## config.mk

```make
export PLATFORM = sky130hd
export DESIGN_NAME = cae_core
export DESIGN_NICKNAME = d
export VERILOG_FILES = /design/src/verilog/cae_pkg.sv /design/src/verilog/cae_mult.sv /design/src/verilog/cae_core.sv
export VERILOG_INCLUDE_DIRS = /design/src /design/src/verilog
export SDC_FILE = /design/constraint.sdc
export NUM_CORES = 2
export LEC_CHECK = 0
export BUFFER_PORTS_ARGS = -buffer_cell sky130_fd_sc_hd__buf_2
export CORE_AREA = 5 5 388 390
export DETAILED_ROUTE_END_ITERATION = 8
export DIE_AREA = 0 0 393 395
export GPL_TIMING_DRIVEN = 1
export PLACE_DENSITY = 0.76
export SLEW_MARGIN = 20
export SYNTH_ARGS = -nofsm -noshare
export SYNTH_HDL_FRONTEND = slang
export SYNTH_SLANG_ARGS = --single-unit
```

## constraint.sdc

```tcl
create_clock -name clock -period 14.8 [get_ports clock]
set_input_delay 0.74 -clock clock [delete_from_list [all_inputs] [get_ports clock]]
set_output_delay 0.74 -clock clock [all_outputs]
set_load 0.005 [all_outputs]
```

## src/verilog/cae_regs.svh

```systemverilog
/*
 * Offsets, widths and timing counts for the ALU and flow execution block.
 * Assumes nothing; definitions only.
 */
`ifndef CAE_REGS_SVH
`define CAE_REGS_SVH
`define CAE_CYC_ONE 3'h1
`define CAE_CYC_TWO 3'h2
`define CAE_CYC_THREE 3'h3
`define CAE_CYC_FOUR 3'h4
`define CAE_ALL_ONES 8'hff
`define CAE_ALL_ZERO 8'h00
`define CAE_FLAG_C 0
`define CAE_FLAG_Z 1
`define CAE_FLAG_N 2
`define CAE_FLAG_V 3
`define CAE_FLAG_S 4
`define CAE_FLAG_H 5
`define CAE_PC_RESET 16'h0000
`define CAE_SP_RESET 16'h04ff
`endif

```

## src/verilog/cae_pkg.sv

```systemverilog
/*
 * Types for the ALU and flow execution block.
 * Assumes cae_regs.svh for numeric constants.
 */
package cae_pkg;
    typedef enum logic [5:0] {
        OP_ADD, OP_ADD_CARRY, OP_WORD_IMM_ADD, OP_SUB, OP_SUB_IMM, OP_SUB_BORROW,
        OP_SUB_BORROW_IMM, OP_WORD_IMM_SUB, OP_AND, OP_AND_IMM, OP_OR, OP_OR_IMM,
        OP_XOR_REGS, OP_BITWISE_INVERT, OP_ZERO_MINUS_REG, OP_BIT_SET_MASK,
        OP_BIT_CLEAR_MASK, OP_PLUS_ONE, OP_MINUS_ONE, OP_SELF_AND_TEST, OP_ZEROING_REG,
        OP_ALL_ONES_LOAD, OP_PRODUCT_UNSIGNED, OP_PRODUCT_SIGNED, OP_PRODUCT_MIXED,
        OP_FRACTION_PRODUCT_UNSIGNED, OP_FRACTION_PRODUCT_SIGNED,
        OP_FRACTION_PRODUCT_MIXED, OP_RELATIVE_BRANCH, OP_POINTER_BRANCH,
        OP_ABSOLUTE_BRANCH, OP_RELATIVE_SUBROUTINE_ENTRY,
        OP_POINTER_SUBROUTINE_ENTRY, OP_ABSOLUTE_SUBROUTINE_ENTRY, OP_SUBROUTINE_EXIT
    } cae_op_e;

    typedef struct packed {
        cae_op_e op;
        logic [4:0] rd;
        logic [4:0] rr;
        logic [7:0] imm;
        logic [15:0] addr;
        logic [1:0] words;
    } cae_cmd_s;

    typedef struct packed {
        logic h;
        logic s;
        logic v;
        logic n;
        logic z;
        logic c;
    } cae_flags_s;
endpackage

```

## src/verilog/cae_mult.sv

```systemverilog
/*
 * 8x8 multiplier with signed/unsigned operand selection and fractional shift.
 * Assumes operands are held stable while it is read; purely combinational.
 */
`timescale 1ns/1ps
module cae_mult
    import cae_pkg::*;
(
    input wire logic [7:0] a,
    input wire logic [7:0] b,
    input wire logic a_signed,
    input wire logic b_signed,
    input wire logic fraction,
    output logic [15:0] product,
    output logic carry
);
    logic signed [17:0] full;
    logic [15:0] raw;

    always_comb begin
        full = $signed({a_signed & a[7], a_signed & a[7], a})
             * $signed({b_signed & b[7], b_signed & b[7], b});
        raw = full[15:0];
        // carry is bit 15 before the fractional shift drops it
        carry = raw[15];
        product = fraction ? {raw[14:0], 1'b0} : raw;
    end
endmodule

```

## src/verilog/cae_core.sv

```systemverilog
/*
 * Execution unit: register file, flags, arithmetic, multiply and flow control.
 * Assumes a decoder presents one command with cmd_valid and waits for cmd_ready.
 */
`timescale 1ns/1ps
`include "cae_regs.svh"
module cae_core
    import cae_pkg::*;
#(
    parameter int STACK_DEPTH = 64
)
(
    input wire logic clock,
    input wire logic reset_n,
    input wire logic cmd_valid,
    output logic cmd_ready,
    input wire cae_cmd_s cmd,
    output logic [15:0] pc,
    output cae_flags_s flags,
    input wire logic [4:0] peek_addr,
    output logic [7:0] peek_data,
    output logic done
);
    localparam int SW = $clog2(STACK_DEPTH);

    typedef enum logic [1:0] {ST_IDLE, ST_BUSY} cae_state_e;

    logic [7:0] regs_q [32];
    logic [7:0] regs_d [32];
    logic [15:0] stack_q [STACK_DEPTH];
    logic [15:0] stack_d [STACK_DEPTH];
    logic [SW-1:0] sp_q, sp_d;
    logic [15:0] pc_q, pc_d;
    cae_flags_s flags_q, flags_d;
    cae_state_e state_q, state_d;
    logic [2:0] cnt_q, cnt_d;
    logic [15:0] pend_pc_q, pend_pc_d;
    logic pend_wr_q, pend_wr_d;
    logic [15:0] pend_val_q, pend_val_d;
    logic [4:0] pend_reg_q, pend_reg_d;
    logic done_q, done_d;
    logic [7:0] peek_q;

    logic [7:0] a, b, res;
    logic [8:0] sum9;
    logic [16:0] w17;
    logic [15:0] wa, wres, nxt;
    logic [2:0] cyc;
    logic [15:0] mprod;
    logic mcarry, m_as, m_bs, m_fr;
    logic [7:0] sub_x, sub_y;

    assign a = regs_q[cmd.rd];
    assign b = regs_q[cmd.rr];
    assign wa = {regs_q[cmd.rd + 5'h01], regs_q[cmd.rd]};
    assign nxt = pc_q + {14'h0000, cmd.words};

    always_comb begin
        m_as = cmd.op inside {OP_PRODUCT_SIGNED, OP_PRODUCT_MIXED,
                              OP_FRACTION_PRODUCT_SIGNED, OP_FRACTION_PRODUCT_MIXED};
        m_bs = cmd.op inside {OP_PRODUCT_SIGNED, OP_FRACTION_PRODUCT_SIGNED};
        m_fr = cmd.op inside {OP_FRACTION_PRODUCT_UNSIGNED, OP_FRACTION_PRODUCT_SIGNED,
                              OP_FRACTION_PRODUCT_MIXED};
    end

    cae_mult u_cae_mult (
        .a(a),
        .b(b),
        .a_signed(m_as),
        .b_signed(m_bs),
        .fraction(m_fr),
        .product(mprod),
        .carry(mcarry)
    );

    assign cmd_ready = (state_q == ST_IDLE);
    assign pc = pc_q;
    assign flags = flags_q;
    assign peek_data = peek_q;
    assign done = done_q;

    always_comb begin
        regs_d = regs_q;
        stack_d = stack_q;
        sp_d = sp_q;
        pc_d = pc_q;
        flags_d = flags_q;
        state_d = state_q;
        cnt_d = cnt_q;
        pend_pc_d = pend_pc_q;
        pend_wr_d = pend_wr_q;
        pend_val_d = pend_val_q;
        pend_reg_d = pend_reg_q;
        done_d = 1'b0;
        res = 8'h00;
        sum9 = 9'h000;
        w17 = 17'h00000;
        wres = 16'h0000;
        cyc = `CAE_CYC_ONE;
        sub_x = 8'h00;
        sub_y = 8'h00;
        if (state_q == ST_BUSY) begin
            // register and pc results land on the last cycle; flags and the return stack were already updated at issue
            if (cnt_q == `CAE_CYC_ONE) begin
                state_d = ST_IDLE;
                pc_d = pend_pc_q;
                done_d = 1'b1;
                if (pend_wr_q) begin
                    regs_d[pend_reg_q] = pend_val_q[7:0];
                    regs_d[pend_reg_q + 5'h01] = pend_val_q[15:8];
                end
            end else begin
                cnt_d = cnt_q - `CAE_CYC_ONE;
            end
        end else if (cmd_valid) begin
            pend_pc_d = nxt;
            pend_wr_d = 1'b0;
            unique case (cmd.op)
                OP_ADD, OP_ADD_CARRY: begin
                    sum9 = {1'b0, a} + {1'b0, b}
                         + {8'h00, (cmd.op == OP_ADD_CARRY) & flags_q.c};
                    res = sum9[7:0];
                    flags_d.c = sum9[8];
                    flags_d.h = (a[3] & b[3]) | (b[3] & ~res[3]) | (~res[3] & a[3]);
                    flags_d.v = (a[7] & b[7] & ~res[7]) | (~a[7] & ~b[7] & res[7]);
                end
                OP_SUB, OP_SUB_IMM, OP_SUB_BORROW, OP_SUB_BORROW_IMM, OP_ZERO_MINUS_REG: begin
                    sub_x = (cmd.op == OP_ZERO_MINUS_REG) ? `CAE_ALL_ZERO : a;
                    sub_y = (cmd.op == OP_ZERO_MINUS_REG) ? a :
                        (cmd.op inside {OP_SUB_IMM, OP_SUB_BORROW_IMM}) ? cmd.imm : b;
                    sum9 = {1'b0, sub_x} - {1'b0, sub_y}
                         - {8'h00, (cmd.op inside {OP_SUB_BORROW, OP_SUB_BORROW_IMM})
                                   & flags_q.c};
                    res = sum9[7:0];
                    flags_d.c = sum9[8];
                    flags_d.h = (~sub_x[3] & sub_y[3]) | (sub_y[3] & res[3])
                              | (res[3] & ~sub_x[3]);
                    flags_d.v = (sub_x[7] & ~sub_y[7] & ~res[7])
                              | (~sub_x[7] & sub_y[7] & res[7]);
                end
                OP_AND, OP_AND_IMM, OP_OR, OP_OR_IMM, OP_XOR_REGS, OP_BIT_SET_MASK,
                OP_BIT_CLEAR_MASK, OP_SELF_AND_TEST, OP_ZEROING_REG: begin
                    unique case (cmd.op)
                        OP_AND: res = a & b;
                        OP_AND_IMM: res = a & cmd.imm;
                        OP_OR: res = a | b;
                        OP_OR_IMM, OP_BIT_SET_MASK: res = a | cmd.imm;
                        OP_XOR_REGS: res = a ^ b;
                        OP_BIT_CLEAR_MASK: res = a & (`CAE_ALL_ONES - cmd.imm);
                        OP_SELF_AND_TEST: res = a & a;
                        default: res = a ^ a;
                    endcase
                    flags_d.v = 1'b0;
                end
                OP_PLUS_ONE, OP_MINUS_ONE: begin
                    res = (cmd.op == OP_PLUS_ONE) ? a + 8'h01 : a - 8'h01;
                    flags_d.v = (cmd.op == OP_PLUS_ONE) ? (a == 8'h7f) : (a == 8'h80);
                end
                OP_BITWISE_INVERT: begin
                    res = `CAE_ALL_ONES - a;
                    flags_d.c = 1'b1;
                    flags_d.v = 1'b0;
                end
                OP_ALL_ONES_LOAD: res = `CAE_ALL_ONES;
                OP_WORD_IMM_ADD, OP_WORD_IMM_SUB: begin
                    w17 = (cmd.op == OP_WORD_IMM_ADD) ? {1'b0, wa} + {9'h000, cmd.imm}
                                                      : {1'b0, wa} - {9'h000, cmd.imm};
                    wres = w17[15:0];
                    flags_d.c = w17[16];
                    flags_d.v = (cmd.op == OP_WORD_IMM_ADD) ? (~wa[15] & wres[15])
                                                            : (wa[15] & ~wres[15]);
                    flags_d.n = wres[15];
                    flags_d.z = (wres == 16'h0000);
                    pend_wr_d = 1'b1;
                    pend_val_d = wres;
                    pend_reg_d = cmd.rd;
                    cyc = `CAE_CYC_TWO;
                end
                OP_PRODUCT_UNSIGNED, OP_PRODUCT_SIGNED, OP_PRODUCT_MIXED,
                OP_FRACTION_PRODUCT_UNSIGNED, OP_FRACTION_PRODUCT_SIGNED,
                OP_FRACTION_PRODUCT_MIXED: begin
                    flags_d.c = mcarry;
                    flags_d.z = (mprod == 16'h0000);
                    pend_wr_d = 1'b1;
                    pend_val_d = mprod;
                    pend_reg_d = 5'h00;
                    cyc = `CAE_CYC_TWO;
                end
                OP_RELATIVE_BRANCH, OP_RELATIVE_SUBROUTINE_ENTRY: begin
                    pend_pc_d = pc_q + cmd.addr + 16'h0001;
                    cyc = (cmd.op == OP_RELATIVE_BRANCH) ? `CAE_CYC_TWO : `CAE_CYC_THREE;
                end
                OP_POINTER_BRANCH, OP_POINTER_SUBROUTINE_ENTRY: begin
                    pend_pc_d = {regs_q[31], regs_q[30]};
                    cyc = (cmd.op == OP_POINTER_BRANCH) ? `CAE_CYC_TWO : `CAE_CYC_THREE;
                end
                OP_ABSOLUTE_BRANCH, OP_ABSOLUTE_SUBROUTINE_ENTRY: begin
                    pend_pc_d = cmd.addr;
                    cyc = (cmd.op == OP_ABSOLUTE_BRANCH) ? `CAE_CYC_THREE : `CAE_CYC_FOUR;
                end
                OP_SUBROUTINE_EXIT: begin
                    sp_d = sp_q - SW'(1);
                    pend_pc_d = stack_q[sp_d];
                    cyc = `CAE_CYC_FOUR;
                end
                default: begin
                end
            endcase
            if (cmd.op inside {OP_RELATIVE_SUBROUTINE_ENTRY, OP_POINTER_SUBROUTINE_ENTRY,
                               OP_ABSOLUTE_SUBROUTINE_ENTRY}) begin
                // overflow wraps silently; depth is the caller's budget
                stack_d[sp_q] = nxt;
                sp_d = sp_q + SW'(1);
            end
            if (cyc == `CAE_CYC_ONE) begin
                pc_d = nxt;
                done_d = 1'b1;
                regs_d[cmd.rd] = res;
                if (cmd.op != OP_ALL_ONES_LOAD) begin
                    flags_d.z = (res == 8'h00);
                    flags_d.n = res[7];
                end
            end else begin
                state_d = ST_BUSY;
                cnt_d = cyc - `CAE_CYC_ONE;
            end
            if (cmd.op inside {OP_WORD_IMM_ADD, OP_WORD_IMM_SUB} || cyc == `CAE_CYC_ONE)
                if (cmd.op != OP_ALL_ONES_LOAD)
                    flags_d.s = flags_d.n ^ flags_d.v;
        end
    end

    always_ff @(posedge clock) begin
        if (!reset_n) begin
            for (int i = 0; i < 32; i++) begin
                regs_q[i] <= 8'h00;
            end
            for (int i = 0; i < STACK_DEPTH; i++) begin
                stack_q[i] <= 16'h0000;
            end
            sp_q <= '0;
            pc_q <= `CAE_PC_RESET;
            flags_q <= '0;
            state_q <= ST_IDLE;
            cnt_q <= 3'h0;
            pend_pc_q <= 16'h0000;
            pend_wr_q <= 1'b0;
            pend_val_q <= 16'h0000;
            pend_reg_q <= 5'h00;
            done_q <= 1'b0;
            peek_q <= 8'h00;
        end else begin
            regs_q <= regs_d;
            stack_q <= stack_d;
            sp_q <= sp_d;
            pc_q <= pc_d;
            flags_q <= flags_d;
            state_q <= state_d;
            cnt_q <= cnt_d;
            pend_pc_q <= pend_pc_d;
            pend_wr_q <= pend_wr_d;
            pend_val_q <= pend_val_d;
            pend_reg_q <= pend_reg_d;
            done_q <= done_d;
            peek_q <= regs_d[peek_addr];
        end
    end
endmodule

```

==> run summary <==
run status: complete, but fails checks
violations in the final reports: design-rule violations
ys async rst share: 0
Max Fanout on Critical Path: 74
Max Root-Sink Buffers: 3
Hold Crit Class: input port to register
pins over their slew limit: 0
detailed router's first-iteration violation count: 11543
final cell count without fillers: 11139
Skew-Pair Late Insertion Delay: 840 ps
footprint of the flip-flops and latches: 27220 um^2
maximum number of pins on one net before global-route repair: 220
share of the synthesized area in compound gates (AO/OA/AOI/OAI): 0.1887
setup repair after global routing missed its margin: no
maximum VDD drop: 106.8 uV
number of gates resized after CTS: 0
post-synth cell types: 98
cells taking the most area after synthesis: sky130_fd_sc_hd__dfxtp_1 34%, sky130_fd_sc_hd__mux4_2 14%, sky130_fd_sc_hd__nor2_1 10%
die area: 155200 um^2
Min-Delay Startpoint: reset_n
ANT nets after route: 0
leading area contributor after synthesis: sky130_fd_sc_hd__dfxtp_1
Worst-path clk slew: 60 ps
wire length of the first global-routing pass: 510500 um
CTS root buf: sky130_fd_sc_hd__clkbuf_16
initial standard-cell utilization of the core: 0.5450
Final Hold Fails: 0
critical path's largest stage delay: 820 ps
Vias: 78108
CTS tree: built
final setup fails: 0
Arr. time, crit path: 9030 ps
worst reg2reg startpoint: regs_q[119]
aggregate global routing overflow: 0
most frequently used flop master after synthesis: sky130_fd_sc_hd__dfxtp_1
Slew @ Worst Pin: 1302 ps
number of synthesized flops with an enable pin: 0
Max Freq: 0.1203 GHz
total routed wirelength: 357400 um
Tmin final: 8311 ps
clock buffer count from CTS: 148
Startpoint Class: input port
initial antenna violation count: 37
worst setup skew after layout: 68.17 ps
area of the multi-input gates: 49000 um^2
total power density per cell area: 99.72 nW/um^2
multiplexer share of the synthesized area: 0.1876
type of element capturing the critical path: register
number of buffers added to fix hold violations after cts: 0
per-cell routed wire length: 32.08 um
count of yosys warnings during synthesis: 0
detailed-router iteration count before antenna repair: 9
Setup Crit Path Kind: input port to register
Chip Height: 395 um
routability congestion estimate: 1.094
register bit total from synthesis: 1359
I/O Pins: 82
critical path launch point: cmd[31]
worst path required time: 15520 ps
fraction of layout instances using a drive strength above 1: 0.1422
HPWL reported at the end of detailed placement: 243100 um
Avg Vias per Cell: 7.012
via count of the first global-routing pass: 71933
maximum level of the CTS H-tree: 4
share of the clock period used by the worst path: 0.5615
register area share after synthesis: 0.3401
Final Net Count: 9288
number of max-cap violations: 0
Die Width: 393 um
TNS Setup: 0 ps
Pleak: 29.40 nW
clock sink total: 1359
port bufs: 81
total instance count after detailed placement: 10840
number of nets produced by synthesis: 9727
Syn Std Cell Area: 79990 um^2
area of the core region: 146800 um^2
number of instances in the synthesized netlist: 9499
number of core rows: 141
synth-to-layout area growth: 9.009%
share of Yosys cell area claimed by the top area cell type: 0.3401
main combinational cell family by area after synthesis: compound AO/OA/AOI/OAI gates
simple-gate share of the synthesized area: 0.1856
Mean Syn Cell Area: 8.421 um^2
Filler cells: 12603
All-Layer GR Usage: 0.4459
post-CTS setup repair buffer count: 0
fraction of synthesized cell area in xor and xnor cells: 0.008650
critical path's slowest cell: sky130_fd_sc_hd__buf_4
Worst slew margin: 0.1297
remaining routing DRC violations: 3
adder and majority gate portion of the synthesized area: 0.03460
worst max-delay path, delay by kind of cell:
family	cells	cell delay, ps
AO/OA/AOI/OAI	11	1990
buffers and inverters	7	1910
adder cells (fa/ha/maj)	6	2840
multiplexers	1	610
XOR/XNOR	1	100
AND/OR/NAND/NOR	3	730
worst paths after layout:
| check | end | slack [ps] | cells past startpoint |
|---|---|---|---|
| worst min register to register | stack_q[624] | 450 | 2 |
| worst min-delay path | regs_q[244] | 320 | 2 |
| worst max register to register | pend_val_q[15] | 7090 | 30 |
| worst max-delay path | pend_val_q[15] | 6490 | 29 |
report_power, final:
group | total [mW] | switching (mW) | internal, mW
sequential | 3.74 | 0.0628 | 3.68
clock | 3.99 | 1.71 | 2.29
combinational | 0.960 | 0.699 | 0.260
total | 8.70 | 2.47 | 6.23
sequential cells by signal, indices dropped and copies added, names as in the netlist:
name,flops
pend_wr_q,1
pend_reg_q,5
state_q,1
sp_q,6
flags,6
done,1
cnt_q,3
peek_data,8
stack_q,1024
pend_val_q,16
pend_pc_q,16
pc,16
regs_q,256
layout by cell type (no fill, tap or decap), drive strengths merged, types with 31 or more instances in the layout:
cell and n:
dfxtp 1359, o211ai 103, nand3 195, diode 33, and2 193, nand2 699, o22ai 89, a21oi 930
a31oi 57, a22oi 37, a211oi 541, ha 106, xnor2 54, a311oi 35, clkbuf 207, nor3 71
inv 154, nor2 2150, buf 367, mux4 511, fa 72, nor2b 31, o21ai 293, mux2i 322
o221ai 36, clkinv 39
synth_stat cells, drive strengths merged, types with 71 or more instances:
cell type	count
a211oi	541
a21oi	930
and2	193
buf	178
clkbuf	778
dfxtp	1359
fa	72
ha	106
inv	152
mux2i	322
mux4	511
nand2	699
nand3	195
nor2	2150
nor3	71
o211ai	103
o21ai	293
o22ai	89
metrics by stage:
step	hold slack [ps]	util	instance area [um^2]	total power [mW]	setup slack, ps
after floorplan	428.7	-	79990	4.358	6895
after global placement	434.8	0.5570	81760	4.721	5655
after detailed placement	441.9	0.5571	81770	4.725	5672
after CTS	305.8	0.5930	87050	8.649	6525
after global routing	305.4	0.5937	87140	8.884	5885
final	323.1	0.5941	87200	8.695	6489
cell type report:
cell class,instances,share of cell area
multi-input combinational,7030,0.5619
sequential,1359,0.3121
clock buffer,207,0.04973
timing repair buffer,367,0.03005
tap,1930,0.02769
clock inverter,59,0.01078
inverter,154,0.006744
antenna,33,0.0009470
logic make-up after synthesis:
logic type / count (synthesis)
simple gates: 3537
flops: 1359
compound gates: 2381
mux: 855
fa+ha+maj: 178
buf+inv: 1110
xor+xnor: 79
layer usage:
| metal | vias to the layer above | share of wire | track usage |
|---|---|---|---|
| li1 | 33141 | - | - |
| met2 | 5649 | 0.43 | 0.6588 |
| met1 | 37637 | 0.35 | 0.5356 |
| met3 | 1661 | 0.12 | 0.1467 |
| met4 | 20 | 0.098 | 0.3451 |
| met5 | - | 0.00058 | 0.003448 |
Power figures use the tool's default switching activity.
